### src/mtp_params.svh
/*
 * mtp_params.svh
 * holds offsets, field positions, reset values and timing counts for the
 * register-protocol map and poll timing block.
 * assumes a 200 MHz clock and a one-cycle register port.
 */
`ifndef MTP_PARAMS_SVH
`define MTP_PARAMS_SVH

// ************************************************************
// clock and time bases
// ************************************************************
`define MTP_CLK_HZ 200000000
`define MTP_MS_NS 1000000
`define MTP_CLK_NS 5
`define MTP_MS_CYCLES (`MTP_MS_NS / `MTP_CLK_NS)
`define MTP_TENTHS_PER_MS 100
`define MTP_MS_PER_S 1000

// ************************************************************
// register offsets
// ************************************************************
`define MTP_REG_SRV_CFG 8'h00
`define MTP_REG_FLT_START 8'h04
`define MTP_REG_FLT_BASE 8'h08
`define MTP_REG_COIL_BASE 8'h0c
`define MTP_REG_DIN_BASE 8'h10
`define MTP_REG_HOLD_BASE 8'h14
`define MTP_REG_IWORD_BASE 8'h18
`define MTP_REG_IDLE_S 8'h1c
`define MTP_REG_CMD_GAP 8'h20
`define MTP_REG_REPLY_WAIT 8'h24
`define MTP_REG_RETRY_MAX 8'h28
`define MTP_REG_CLI_CFG 8'h2c
`define MTP_REG_CFLT_START 8'h30
`define MTP_REG_CFLT_BASE 8'h34
`define MTP_REG_ARW_S 8'h38
`define MTP_REG_ERR_HOLD 8'h3c
`define MTP_REG_CLI_STAT 8'h40
`define MTP_REG_IRQ_STAT 8'h44
`define MTP_REG_IRQ_MASK 8'h48

// ************************************************************
// limits and reset values
// ************************************************************
`define MTP_BASE_MAX 12'd3999
`define MTP_CBASE_MAX 12'd3998
`define MTP_IDLE_MAX 11'd1200
`define MTP_GAP_MAX 16'd32767
`define MTP_RETRY_MAX 4'd10
`define MTP_ARW_MAX 6'd60
`define MTP_ARW_MIN 6'd1
`define MTP_ERRH_MAX 9'd300
`define MTP_CFLT_MAX 16'd32767

// ************************************************************
// interrupt status bits
// ************************************************************
`define MTP_IRQ_IDLE 0
`define MTP_IRQ_DONE 1
`define MTP_IRQ_FAIL 2
`define MTP_IRQ_ARW 3
`define MTP_IRQ_W 4

`endif

### src/mtp_pkg.sv
/*
 * mtp_pkg.sv
 * types shared by the map and poll timing block.
 * assumes mtp_params.svh supplies the numbers.
 */
package mtp_pkg;
	// request kinds as seen by the server mapper
	typedef enum logic [2:0] {
		MTP_FC_COIL = 3'h0,
		MTP_FC_DIN = 3'h1,
		MTP_FC_HOLD = 3'h2,
		MTP_FC_IWORD = 3'h3,
		MTP_FC_NONE = 3'h7
	} mtp_kind_e;

	// client poll sequencer states
	typedef enum logic [5:0] {
		MTP_ST_IDLE = 6'b000001,
		MTP_ST_GAP = 6'b000010,
		MTP_ST_ARW = 6'b000100,
		MTP_ST_SEND = 6'b001000,
		MTP_ST_WAIT = 6'b010000,
		MTP_ST_HOLD = 6'b100000
	} mtp_state_e;
endpackage
### src/mtp_core.sv
/*
 * mtp_core.sv
 * server address mapper, idle connection watchdog and client command
 * pacing for the tcp register protocol unit.
 * assumes the stack supplies decoded requests, and that the register port
 * master never waits and never raises both strobes at once.
 */
// Operation
// - float enabled: holding reads and writes use the float window.
// - register at or above float start is a float request.
// - first float register maps to database word float base.
// - client float register takes two words from float base.
// - float start and base ignored while float is disabled.
// - coil address zero maps to bit 0 of coil base word.
// - discrete inputs add the discrete-input base word.
// - holding accesses add the holding base word.
// - input registers add the input-word base.
// - close a connection idle for the configured seconds.
// - wait the inter-command gap before each new command.
// - retries go out at once, with no gap.
// - retransmit when no reply arrives within the reply wait.
// - retry a failed command at most the retry limit.
// - client float start accepts up to 32767.
// - wait up to the configured seconds for address resolution.
// - suspend a failed command for count times 100 ms; zero skips.
`include "mtp_params.svh"
`timescale 1ns/1ps
`default_nettype none

module mtp_core
	import mtp_pkg::*;
(
	// clock and reset
	input wire logic clk,
	input wire logic reset,
	// register port
	input wire logic [7:0] reg_addr,
	input wire logic [31:0] reg_wdata,
	input wire logic reg_write,
	input wire logic reg_read,
	output logic [31:0] reg_rdata,
	// server request in
	input wire logic req_valid,
	input wire logic [2:0] req_kind,
	input wire logic [15:0] req_addr,
	// server mapped address out
	output logic map_valid,
	output logic [15:0] map_word,
	output logic map_float,
	output logic map_error,
	// server connection activity
	input wire logic conn_open,
	input wire logic conn_rx,
	output logic conn_close,
	// client command port
	input wire logic cmd_start,
	input wire logic [15:0] cmd_addr,
	input wire logic cmd_resolved,
	input wire logic arw_reply,
	input wire logic cmd_reply,
	input wire logic cmd_bad,
	output logic arw_request,
	output logic cmd_send,
	output logic cmd_is_retry,
	output logic [15:0] cmd_word,
	output logic cmd_done,
	output logic cmd_fail,
	output logic cli_busy,
	// interrupt
	output logic irq
);

	// ************************************************************
	// configuration registers
	// ************************************************************
	logic flt_en;
	logic [15:0] flt_start;
	logic [11:0] flt_base;
	logic [11:0] coil_base;
	logic [11:0] din_base;
	logic [11:0] hold_base;
	logic [11:0] iword_base;
	logic [10:0] idle_s;
	logic [15:0] cmd_gap;
	logic [15:0] reply_wait;
	logic [3:0] retry_max;
	logic cflt_en;
	logic [15:0] cflt_start;
	logic [11:0] cflt_base;
	logic [5:0] arw_s;
	logic [8:0] err_hold;
	logic [`MTP_IRQ_W-1:0] irq_stat;
	logic [`MTP_IRQ_W-1:0] irq_mask;
	logic [`MTP_IRQ_W-1:0] irq_set;
	mtp_state_e state;
	logic [3:0] retries;

	// software writes, out-of-range values saturate at the documented top (arw_s also at its minimum)
	always_ff @(posedge clk) begin
		if (reset) begin
			flt_en <= 1'b0;
			flt_start <= 16'h0000;
			flt_base <= 12'h000;
			coil_base <= 12'h000;
			din_base <= 12'h000;
			hold_base <= 12'h000;
			iword_base <= 12'h000;
			idle_s <= 11'h000;
			cmd_gap <= 16'h0000;
			reply_wait <= 16'h0000;
			retry_max <= 4'h0;
			cflt_en <= 1'b0;
			cflt_start <= 16'h0000;
			cflt_base <= 12'h000;
			arw_s <= `MTP_ARW_MIN;
			err_hold <= 9'h000;
			irq_mask <= '0;
		end else if (reg_write) begin
			case (reg_addr)
				`MTP_REG_SRV_CFG: flt_en <= reg_wdata[0];
				`MTP_REG_FLT_START: flt_start <= reg_wdata[15:0];
				`MTP_REG_FLT_BASE: flt_base <= sat12(reg_wdata[15:0], `MTP_BASE_MAX);
				`MTP_REG_COIL_BASE: coil_base <= sat12(reg_wdata[15:0], `MTP_BASE_MAX);
				`MTP_REG_DIN_BASE: din_base <= sat12(reg_wdata[15:0], `MTP_BASE_MAX);
				`MTP_REG_HOLD_BASE: hold_base <= sat12(reg_wdata[15:0], `MTP_BASE_MAX);
				`MTP_REG_IWORD_BASE: iword_base <= sat12(reg_wdata[15:0], `MTP_BASE_MAX);
				`MTP_REG_IDLE_S: idle_s <= (reg_wdata[15:0] > 16'(`MTP_IDLE_MAX)) ?
					`MTP_IDLE_MAX : reg_wdata[10:0];
				`MTP_REG_CMD_GAP: cmd_gap <= (reg_wdata[15:0] > `MTP_GAP_MAX) ?
					`MTP_GAP_MAX : reg_wdata[15:0];
				`MTP_REG_REPLY_WAIT: reply_wait <= reg_wdata[15:0];
				`MTP_REG_RETRY_MAX: retry_max <= (reg_wdata[15:0] > 16'(`MTP_RETRY_MAX)) ?
					`MTP_RETRY_MAX : reg_wdata[3:0];
				`MTP_REG_CLI_CFG: cflt_en <= reg_wdata[0];
				`MTP_REG_CFLT_START: cflt_start <= (reg_wdata[15:0] > `MTP_CFLT_MAX) ?
					`MTP_CFLT_MAX : reg_wdata[15:0];
				`MTP_REG_CFLT_BASE: cflt_base <= sat12(reg_wdata[15:0], `MTP_CBASE_MAX);
				`MTP_REG_ARW_S: arw_s <= (reg_wdata[15:0] > 16'(`MTP_ARW_MAX)) ? `MTP_ARW_MAX :
					(reg_wdata[15:0] < 16'(`MTP_ARW_MIN)) ? `MTP_ARW_MIN : reg_wdata[5:0];
				`MTP_REG_ERR_HOLD: err_hold <= (reg_wdata[15:0] > 16'(`MTP_ERRH_MAX)) ?
					`MTP_ERRH_MAX : reg_wdata[8:0];
				`MTP_REG_IRQ_MASK: irq_mask <= reg_wdata[`MTP_IRQ_W-1:0];
				default: ;
			endcase
		end
	end

	// clamp helper for the 0..3999 style fields
	function automatic logic [11:0] sat12(input logic [15:0] v, input logic [11:0] top);
		sat12 = (v > {4'h0, top}) ? top : v[11:0];
	endfunction

	// read data one cycle after the strobe, zero otherwise and when unmapped
	always_ff @(posedge clk) begin
		if (reset) begin
			reg_rdata <= 32'h0000_0000;
		end else if (reg_read) begin
			case (reg_addr)
				`MTP_REG_SRV_CFG: reg_rdata <= {31'h0, flt_en};
				`MTP_REG_FLT_START: reg_rdata <= {16'h0, flt_start};
				`MTP_REG_FLT_BASE: reg_rdata <= {20'h0, flt_base};
				`MTP_REG_COIL_BASE: reg_rdata <= {20'h0, coil_base};
				`MTP_REG_DIN_BASE: reg_rdata <= {20'h0, din_base};
				`MTP_REG_HOLD_BASE: reg_rdata <= {20'h0, hold_base};
				`MTP_REG_IWORD_BASE: reg_rdata <= {20'h0, iword_base};
				`MTP_REG_IDLE_S: reg_rdata <= {21'h0, idle_s};
				`MTP_REG_CMD_GAP: reg_rdata <= {16'h0, cmd_gap};
				`MTP_REG_REPLY_WAIT: reg_rdata <= {16'h0, reply_wait};
				`MTP_REG_RETRY_MAX: reg_rdata <= {28'h0, retry_max};
				`MTP_REG_CLI_CFG: reg_rdata <= {31'h0, cflt_en};
				`MTP_REG_CFLT_START: reg_rdata <= {16'h0, cflt_start};
				`MTP_REG_CFLT_BASE: reg_rdata <= {20'h0, cflt_base};
				`MTP_REG_ARW_S: reg_rdata <= {26'h0, arw_s};
				`MTP_REG_ERR_HOLD: reg_rdata <= {23'h0, err_hold};
				`MTP_REG_CLI_STAT: reg_rdata <= {22'h0, retries, state};
				`MTP_REG_IRQ_STAT: reg_rdata <= {28'h0, irq_stat};
				`MTP_REG_IRQ_MASK: reg_rdata <= {28'h0, irq_mask};
				default: reg_rdata <= 32'h0000_0000;
			endcase
		end else begin
			reg_rdata <= 32'h0000_0000;
		end
	end

	// ************************************************************
	// tick base
	// ************************************************************
	logic [17:0] ms_div;
	logic ms_tick;
	logic [6:0] tenth_div;
	logic tenth_tick;
	logic [9:0] sec_div;
	logic sec_tick;

	// one free-running chain gives ms, 100 ms and s enables
	always_ff @(posedge clk) begin
		if (reset) begin
			ms_div <= 18'h0_0000;
			ms_tick <= 1'b0;
		end else begin
			ms_tick <= (ms_div == 18'(`MTP_MS_CYCLES - 1));
			ms_div <= (ms_div == 18'(`MTP_MS_CYCLES - 1)) ? 18'h0_0000 : ms_div + 18'h0_0001;
		end
	end

	always_ff @(posedge clk) begin
		if (reset) begin
			tenth_div <= 7'h00;
			sec_div <= 10'h000;
		end else if (ms_tick) begin
			tenth_div <= (tenth_div == 7'(`MTP_TENTHS_PER_MS - 1)) ? 7'h00 : tenth_div + 7'h01;
			sec_div <= (sec_div == 10'(`MTP_MS_PER_S - 1)) ? 10'h000 : sec_div + 10'h001;
		end
	end

	assign tenth_tick = ms_tick && (tenth_div == 7'(`MTP_TENTHS_PER_MS - 1));
	assign sec_tick = ms_tick && (sec_div == 10'(`MTP_MS_PER_S - 1));

	// ************************************************************
	// server address mapper
	// ************************************************************
	logic [16:0] map_sum;
	logic is_float;

	// holding accesses switch to the float window only when enabled
	always_comb begin
		is_float = flt_en && (req_kind == MTP_FC_HOLD) && (req_addr >= flt_start);
		case (mtp_kind_e'(req_kind))
			MTP_FC_COIL: map_sum = {5'h0, coil_base} + {5'h0, req_addr[15:4]};
			MTP_FC_DIN: map_sum = {5'h0, din_base} + {1'b0, req_addr};
			MTP_FC_HOLD: map_sum = is_float ?
				{5'h0, flt_base} + {1'b0, req_addr - flt_start} :
				{5'h0, hold_base} + {1'b0, req_addr};
			MTP_FC_IWORD: map_sum = {5'h0, iword_base} + {1'b0, req_addr};
			default: map_sum = 17'h1_ffff;
		endcase
	end

	// coils keep the bit index in the low nibble of the word address' partner
	always_ff @(posedge clk) begin
		if (reset) begin
			map_valid <= 1'b0;
			map_word <= 16'h0000;
			map_float <= 1'b0;
			map_error <= 1'b0;
		end else begin
			map_valid <= req_valid;
			map_word <= map_sum[15:0];
			map_float <= req_valid && is_float;
			map_error <= req_valid && (map_sum > 17'({5'h0, `MTP_BASE_MAX}));
		end
	end

	// ************************************************************
	// idle connection watchdog
	// ************************************************************
	logic [10:0] idle_cnt;

	// zero idle time disables closing; any received data restarts the count
	always_ff @(posedge clk) begin
		if (reset || !conn_open || conn_rx) begin
			idle_cnt <= 11'h000;
			conn_close <= 1'b0;
		end else begin
			conn_close <= 1'b0;
			if (sec_tick && idle_s != 11'h000) begin
				if (idle_cnt + 11'h001 >= idle_s) begin
					conn_close <= 1'b1;
					idle_cnt <= 11'h000;
				end else begin
					idle_cnt <= idle_cnt + 11'h001;
				end
			end
		end
	end

	// ************************************************************
	// client command pacing
	// ************************************************************
	logic [15:0] cnt;
	logic [15:0] word_off;

	// client float registers take two words each
	assign word_off = cmd_addr - cflt_start;
	always_ff @(posedge clk) begin
		if (reset) begin
			cmd_word <= 16'h0000;
		end else if (cmd_start && state == MTP_ST_IDLE) begin
			cmd_word <= (cflt_en && cmd_addr >= cflt_start) ?
				16'({4'h0, cflt_base}) + {word_off[14:0], 1'b0} : cmd_addr;
		end
	end

	// the sequencer; the counter counts in units set by the state
	always_ff @(posedge clk) begin
		if (reset) begin
			state <= MTP_ST_IDLE;
			cnt <= 16'h0000;
			retries <= 4'h0;
			arw_request <= 1'b0;
			cmd_send <= 1'b0;
			cmd_is_retry <= 1'b0;
			cmd_done <= 1'b0;
			cmd_fail <= 1'b0;
		end else begin
			arw_request <= 1'b0;
			cmd_send <= 1'b0;
			cmd_done <= 1'b0;
			cmd_fail <= 1'b0;
			case (state)
				MTP_ST_IDLE: if (cmd_start) begin
					retries <= 4'h0;
					cmd_is_retry <= 1'b0;
					cnt <= 16'h0000;
					state <= MTP_ST_GAP;
				end
				MTP_ST_GAP: if (cnt >= cmd_gap) begin
					cnt <= 16'h0000;
					state <= cmd_resolved ? MTP_ST_SEND : MTP_ST_ARW;
					arw_request <= !cmd_resolved;
				end else if (ms_tick) begin
					cnt <= cnt + 16'h0001;
				end
				MTP_ST_ARW: if (arw_reply) begin
					cnt <= 16'h0000;
					state <= MTP_ST_SEND;
				end else if (cnt >= 16'(arw_s)) begin
					cnt <= 16'h0000;
					state <= MTP_ST_HOLD;
					cmd_fail <= 1'b1;
				end else if (sec_tick) begin
					cnt <= cnt + 16'h0001;
				end
				MTP_ST_SEND: begin
					cmd_send <= 1'b1;
					cnt <= 16'h0000;
					state <= MTP_ST_WAIT;
				end
				MTP_ST_WAIT: if (cmd_reply && !cmd_bad) begin
					cmd_done <= 1'b1;
					cmd_is_retry <= 1'b0;
					state <= MTP_ST_IDLE;
				end else if (cmd_bad || cnt >= reply_wait) begin
					cnt <= 16'h0000;
					if (retries < retry_max) begin
						retries <= retries + 4'h1;
						cmd_is_retry <= 1'b1;
						state <= MTP_ST_SEND;
					end else begin
						cmd_fail <= 1'b1;
						state <= MTP_ST_HOLD;
					end
				end else if (ms_tick) begin
					cnt <= cnt + 16'h0001;
				end
				MTP_ST_HOLD: if (cnt >= 16'(err_hold)) begin
					cmd_is_retry <= 1'b0;
					state <= MTP_ST_IDLE;
				end else if (tenth_tick) begin
					cnt <= cnt + 16'h0001;
				end
				default: state <= MTP_ST_IDLE;
			endcase
		end
	end

	assign cli_busy = (state != MTP_ST_IDLE);

	// ************************************************************
	// interrupts
	// ************************************************************
	assign irq_set = {arw_request, cmd_fail, cmd_done, conn_close};

	// a new event beats a write-one-to-clear in the same cycle
	always_ff @(posedge clk) begin
		if (reset) begin
			irq_stat <= '0;
		end else if (reg_write && reg_addr == `MTP_REG_IRQ_STAT) begin
			irq_stat <= (irq_stat & ~reg_wdata[`MTP_IRQ_W-1:0]) | irq_set;
		end else begin
			irq_stat <= irq_stat | irq_set;
		end
	end

	assign irq = |(irq_stat & irq_mask);

endmodule // mtp_core

`default_nettype wire

### config.mk
export PLATFORM = sky130hd
export DESIGN_NAME = mtp_core
export DESIGN_NICKNAME = d
export VERILOG_FILES = /design/src/mtp_pkg.sv /design/src/mtp_core.sv
export VERILOG_INCLUDE_DIRS = /design/src
export SDC_FILE = /design/constraint.sdc
export NUM_CORES = 1
export LEC_CHECK = 0
export BUFFER_PORTS_ARGS = -buffer_cell sky130_fd_sc_hd__buf_2
export CAP_MARGIN = 20
export CORE_ASPECT_RATIO = 1.4
export CORE_MARGIN = 3
export CORE_UTILIZATION = 37
export CTS_CLUSTER_SIZE = 14
export DETAILED_ROUTE_END_ITERATION = 6
export PLACE_DENSITY_LB_ADDON = 0.25
export SYNTH_ARGS = -nofsm -noshare
export SYNTH_HDL_FRONTEND = slang
export SYNTH_SLANG_ARGS = --single-unit
export TNS_END_PERCENT = 30
### constraint.sdc
create_clock -name clk -period 9.7 [get_ports clk]
set_input_delay 1.455 -clock clk [delete_from_list [all_inputs] [get_ports clk]]
set_output_delay 1.455 -clock clk [all_outputs]
set_load 0.03 [all_outputs]
==> key figures <==
STA
  • Period utilization: 0.588
  • Setup violations, final: 0
  • Final min period: 5710 ps
  • Fmax: 0.175 GHz
  • Final Skew: 23.4 ps
  • RSZ-0062 raised after global routing: false
  • Hold slack: between 400 and 500 ps
  • Fin. max-slew vios: 0
  • Rel. slew slack: 0.271
  • Worst-Margin Slew: 1090 ps
  • Final hold vios: 0
  • Setup TNS Final: 0 ps

Synth
  • Post-synth top area share: 0.317
  • Post-synth EDFFs: 0
  • Synth top area cells: dfxtp_1, ha_1, nor2_1
  • Top FF cell, synth: dfxtp_1
  • Synth async-reset ratio: 0
  • Synthesized area per cell: between 7 and 8 µm²
  • Synth warn: 0
  • Seq cells post-synth: just over 300
  • Area leader, netlist: dfxtp_1
  • Mapped Area: about 19000 µm²
  • Yosys cell types: 84
  • Register area share after synthesis: 0.317
  • Post-Syn Instances: 2418

Floorplanning
  • Num ports: about 160
  • DIE AREA: 55000 µm²
  • Die height: 276 µm
  • Cell Rows: 98
  • Initial cell density of the core: 0.376
  • CORE AREA: 51400 µm²
  • Die Wd: 199 µm

Clock network
  • Maximum clock path buffer count: 3
  • CTS Sinks: 306
  • CTS tree: built
  • Hold buffers post-CTS: 0
  • Clock root buffer: clkbuf_16
  • Latest clock arrival within the worst-skew pair: 560 ps
  • Post-CTS setup repair buffer count: 0
  • H-tree levels: 2
  • Post-cts repair resize count: 0
  • Cts bufs inserted: 35
  • Clk pin slew, worst setup/hold paths: 60 ps

Global routing
  • Largest net degree at the start of global routing: 88
  • Initial antenna violation count: 3
  • GRT Total Usage: 0.251
  • Vias in the first global route: ~18000
  • First-pass GRT wire length: 107000 µm
  • GRT Residual Overflow: 0

Power and ir drop
  • Leakage: 8.43 nW
  • Power share of the clock group: 0.457
  • Register share of total power: 0.428
  • Power per cell area: 139 nW/µm²
  • P_sw: 823 µW
  • Maximum VDD drop: 87.4 µV
  • Power Internal: 2.19 mW
  • Logic pwr share: 0.115
  • Net Sw Frac: 0.273

Flow run
  • Max-cap violations: 0

Critical path
  • Worst path slowest cell: o41ai_1
  • CP Class: in -> reg
  • R2R setup slack: roughly 4600 ps
  • Reg-to-reg startpoint: flt_start[1]
  • FF-to-FF path depth: 19
  • Critical Path, Cell by Cell: buf_2 > ha_1 > nor2b_1 > o31a_1 > o41ai_1 > nor2b_1 > o21ai_0 > a21oi_1 > xnor2_1 > ha_1 > a21o_1 > a211oi_1 > a211oi_1 > a31oi_1 > nor4_1 > o2bb2ai_1 > nor4_1 > a31oi_1 > a41oi_1
  • CP Capture Type: register
  • Req. time, crit path: 10170 ps
  • Crit path launch type: input port
  • Top delay family on crit path: compound AO/OA/AOI/OAI gates
  • WP buf/inv: 1
  • Worst path max stage delay: 790 ps
  • Critical Path AT: 6180 ps
  • Worst reg2reg path endpoint: map_error
  • CP Max Fanout: 6

Final layout
  • Layout cell share with drive strength beyond 1: 0.0989
  • # fillers: 5129
  • Register Area: 6130 µm²
  • Multi-input gate area: 12100 µm²
  • NumNets Final: around 2700
  • Layout area overhead: 11.8%

Drt
  • Initial DRC count: 1482
  • Routed WL: 70800 µm
  • Routed Antenna Nets: 0
  • Vias: 18500
  • Drc violations: 7
  • Avg WL per Cell: 22.4 µm
  • Drt pass-1 iters: 7
  • Vias/cell: 5.86

Min path
  • Hold crit path type: reg -> reg
  • Worst hold start: cmd_word[14]
  • WHS Endpoint: cmd_word[14]
  • Hold depth: 2

Place
  • Gp weighted congestion: 0.984
  • DP HPWL: 54700 µm
  • I/O Buffers: 129

Status
  • Failing checks: design-rule violations
  • Status: finished with violations
[kinds of logic after synthesis]
group	after synthesis	share of synthesized area
flops	306	0.317
fa+ha+maj	168	0.112
xor+xnor	123	0.0558
compound gates	687	0.246
buf+inv	276	0.0583
other cells	1	0.000194
simple gates	834	0.198
mux	23	0.0128
[cells in the final DEF (no fill, tap or decap), types with 16 or more instances in the layout]
| cell type | Yosys | layout |
|---|---|---|
| nor2_1 | 354 | 353 |
| dfxtp_1 | 306 | 306 |
| nand2_1 | 190 | 190 |
| a21oi_1 | 173 | 173 |
| ha_1 | 161 | 161 |
| inv_1 | 136 | 136 |
| buf_2 | 3 | 128 |
| a211oi_1 | 123 | 123 |
| nand3_1 | 68 | 68 |
| o21ai_0 | 68 | 68 |
| xnor2_1 | 65 | 65 |
| xor2_1 | 58 | 58 |
| a22oi_1 | 55 | 55 |
| a21o_1 | 52 | 52 |
| nor3_1 | 43 | 43 |
| clkbuf_16 | 0 | 36 |
| a221oi_1 | 33 | 33 |
| and3_1 | 30 | 30 |
| a31oi_1 | 28 | 28 |
| nand4_1 | 25 | 25 |
| buf_4 | 17 | 25 |
| nand2b_1 | 19 | 19 |
| a222oi_1 | 19 | 19 |
| and2_1 | 19 | 19 |
| o21a_1 | 17 | 17 |
| conb_1 | 1 | 16 |
[cell usage after synthesis (14+ instances only)]
cell and count:
a21oi_1 173, o21a_1 17, clkbuf_1 110, a22oi_1 55, xnor2_1 65, buf_4 17
nor3_1 43, a222oi_1 19, a31oi_1 28, nor2_1 354, a21o_1 52, inv_1 136
and2_1 19, a22o_1 14, dfxtp_1 306, a211oi_1 123, a221oi_1 33, nand4_1 25
nand3_1 68, and3_1 30, nand2b_1 19, ha_1 161, nor2b_1 14, xor2_1 58
nand2_1 190, o21ai_0 68
[layout make-up]
class,count,share of cell area
clock buffer,46,0.0458
tap,650,0.0376
inverter,136,0.0236
clock inverter,14,0.00817
timing repair buffer,154,0.0389
sequential,306,0.284
multi-input combinational,1851,0.562
antenna,1,0.000116
[metal layers]
metal | wire length [µm] | global-route usage
met4 | 5570 | 0.168
met2 | 35000 | 0.442
met1 | 26400 | 0.274
met3 | 3890 | 0.0382
met5 | 16 | 0
[power by group through the flow]
stage	clock network (mW)	logic (mW)	registers, mW
after floorplan	0	0.216	1.33
after global placement	0	0.338	1.32
after detailed placement	0	0.342	1.32
after CTS	1.41	0.343	1.29
after global routing	1.45	0.377	1.29
final	1.37	0.346	1.29
[worst max-delay path by stage]
stage / startpoint / endpoint / slack [ps] / cells past startpoint
5_1_grt: req_addr[1] / map_error / 3640 / 19
3_5_place_dp: req_addr[1] / map_error / 3490 / 18
2_1_floorplan: req_addr[1] / map_error / 4910 / 17
3_3_place_gp: req_addr[1] / map_error / 3570 / 18
6_report: req_addr[1] / map_error / 3990 / 19
4_1_cts: req_addr[1] / map_error / 4050 / 18
[flip-flops by register name, indices dropped and copies added (netlist names), 16 cells and up]
| register | flops |
|---|---|
| ms_div | 18 |
| cflt_start | 16 |
| cmd_gap | 16 |
| cmd_word | 16 |
| cnt | 16 |
| flt_start | 16 |
| map_word | 16 |
| reg_rdata | 16 |
| reply_wait | 16 |
[per-stage QoR]
step	total power, mW	utilization	cell area [µm²]	cells	worst slack (ps)
after floorplan	1.55	-	19400	2433	4910
after CTS	3.04	0.420	21600	3157	4050
after global routing	3.11	0.420	21600	3158	3640
after detailed placement	1.66	0.398	20400	3097	3490
final	3.01	0.420	21600	3158	3990
after global placement	1.65	0.398	20400	3096	3570
[worst register-to-register path, delay by kind of cell (launching register included)]
kind / cells / cell delay, ps
AO/OA/AOI/OAI: 11 / 2490
AND/OR/NAND/NOR: 4 / 1250
adder cells (fa/ha/maj): 2 / 640
flip-flops: 1 / 400
XOR/XNOR: 1 / 130
buffers and inverters: 1 / 100
Power figures use the tool's default switching activity.
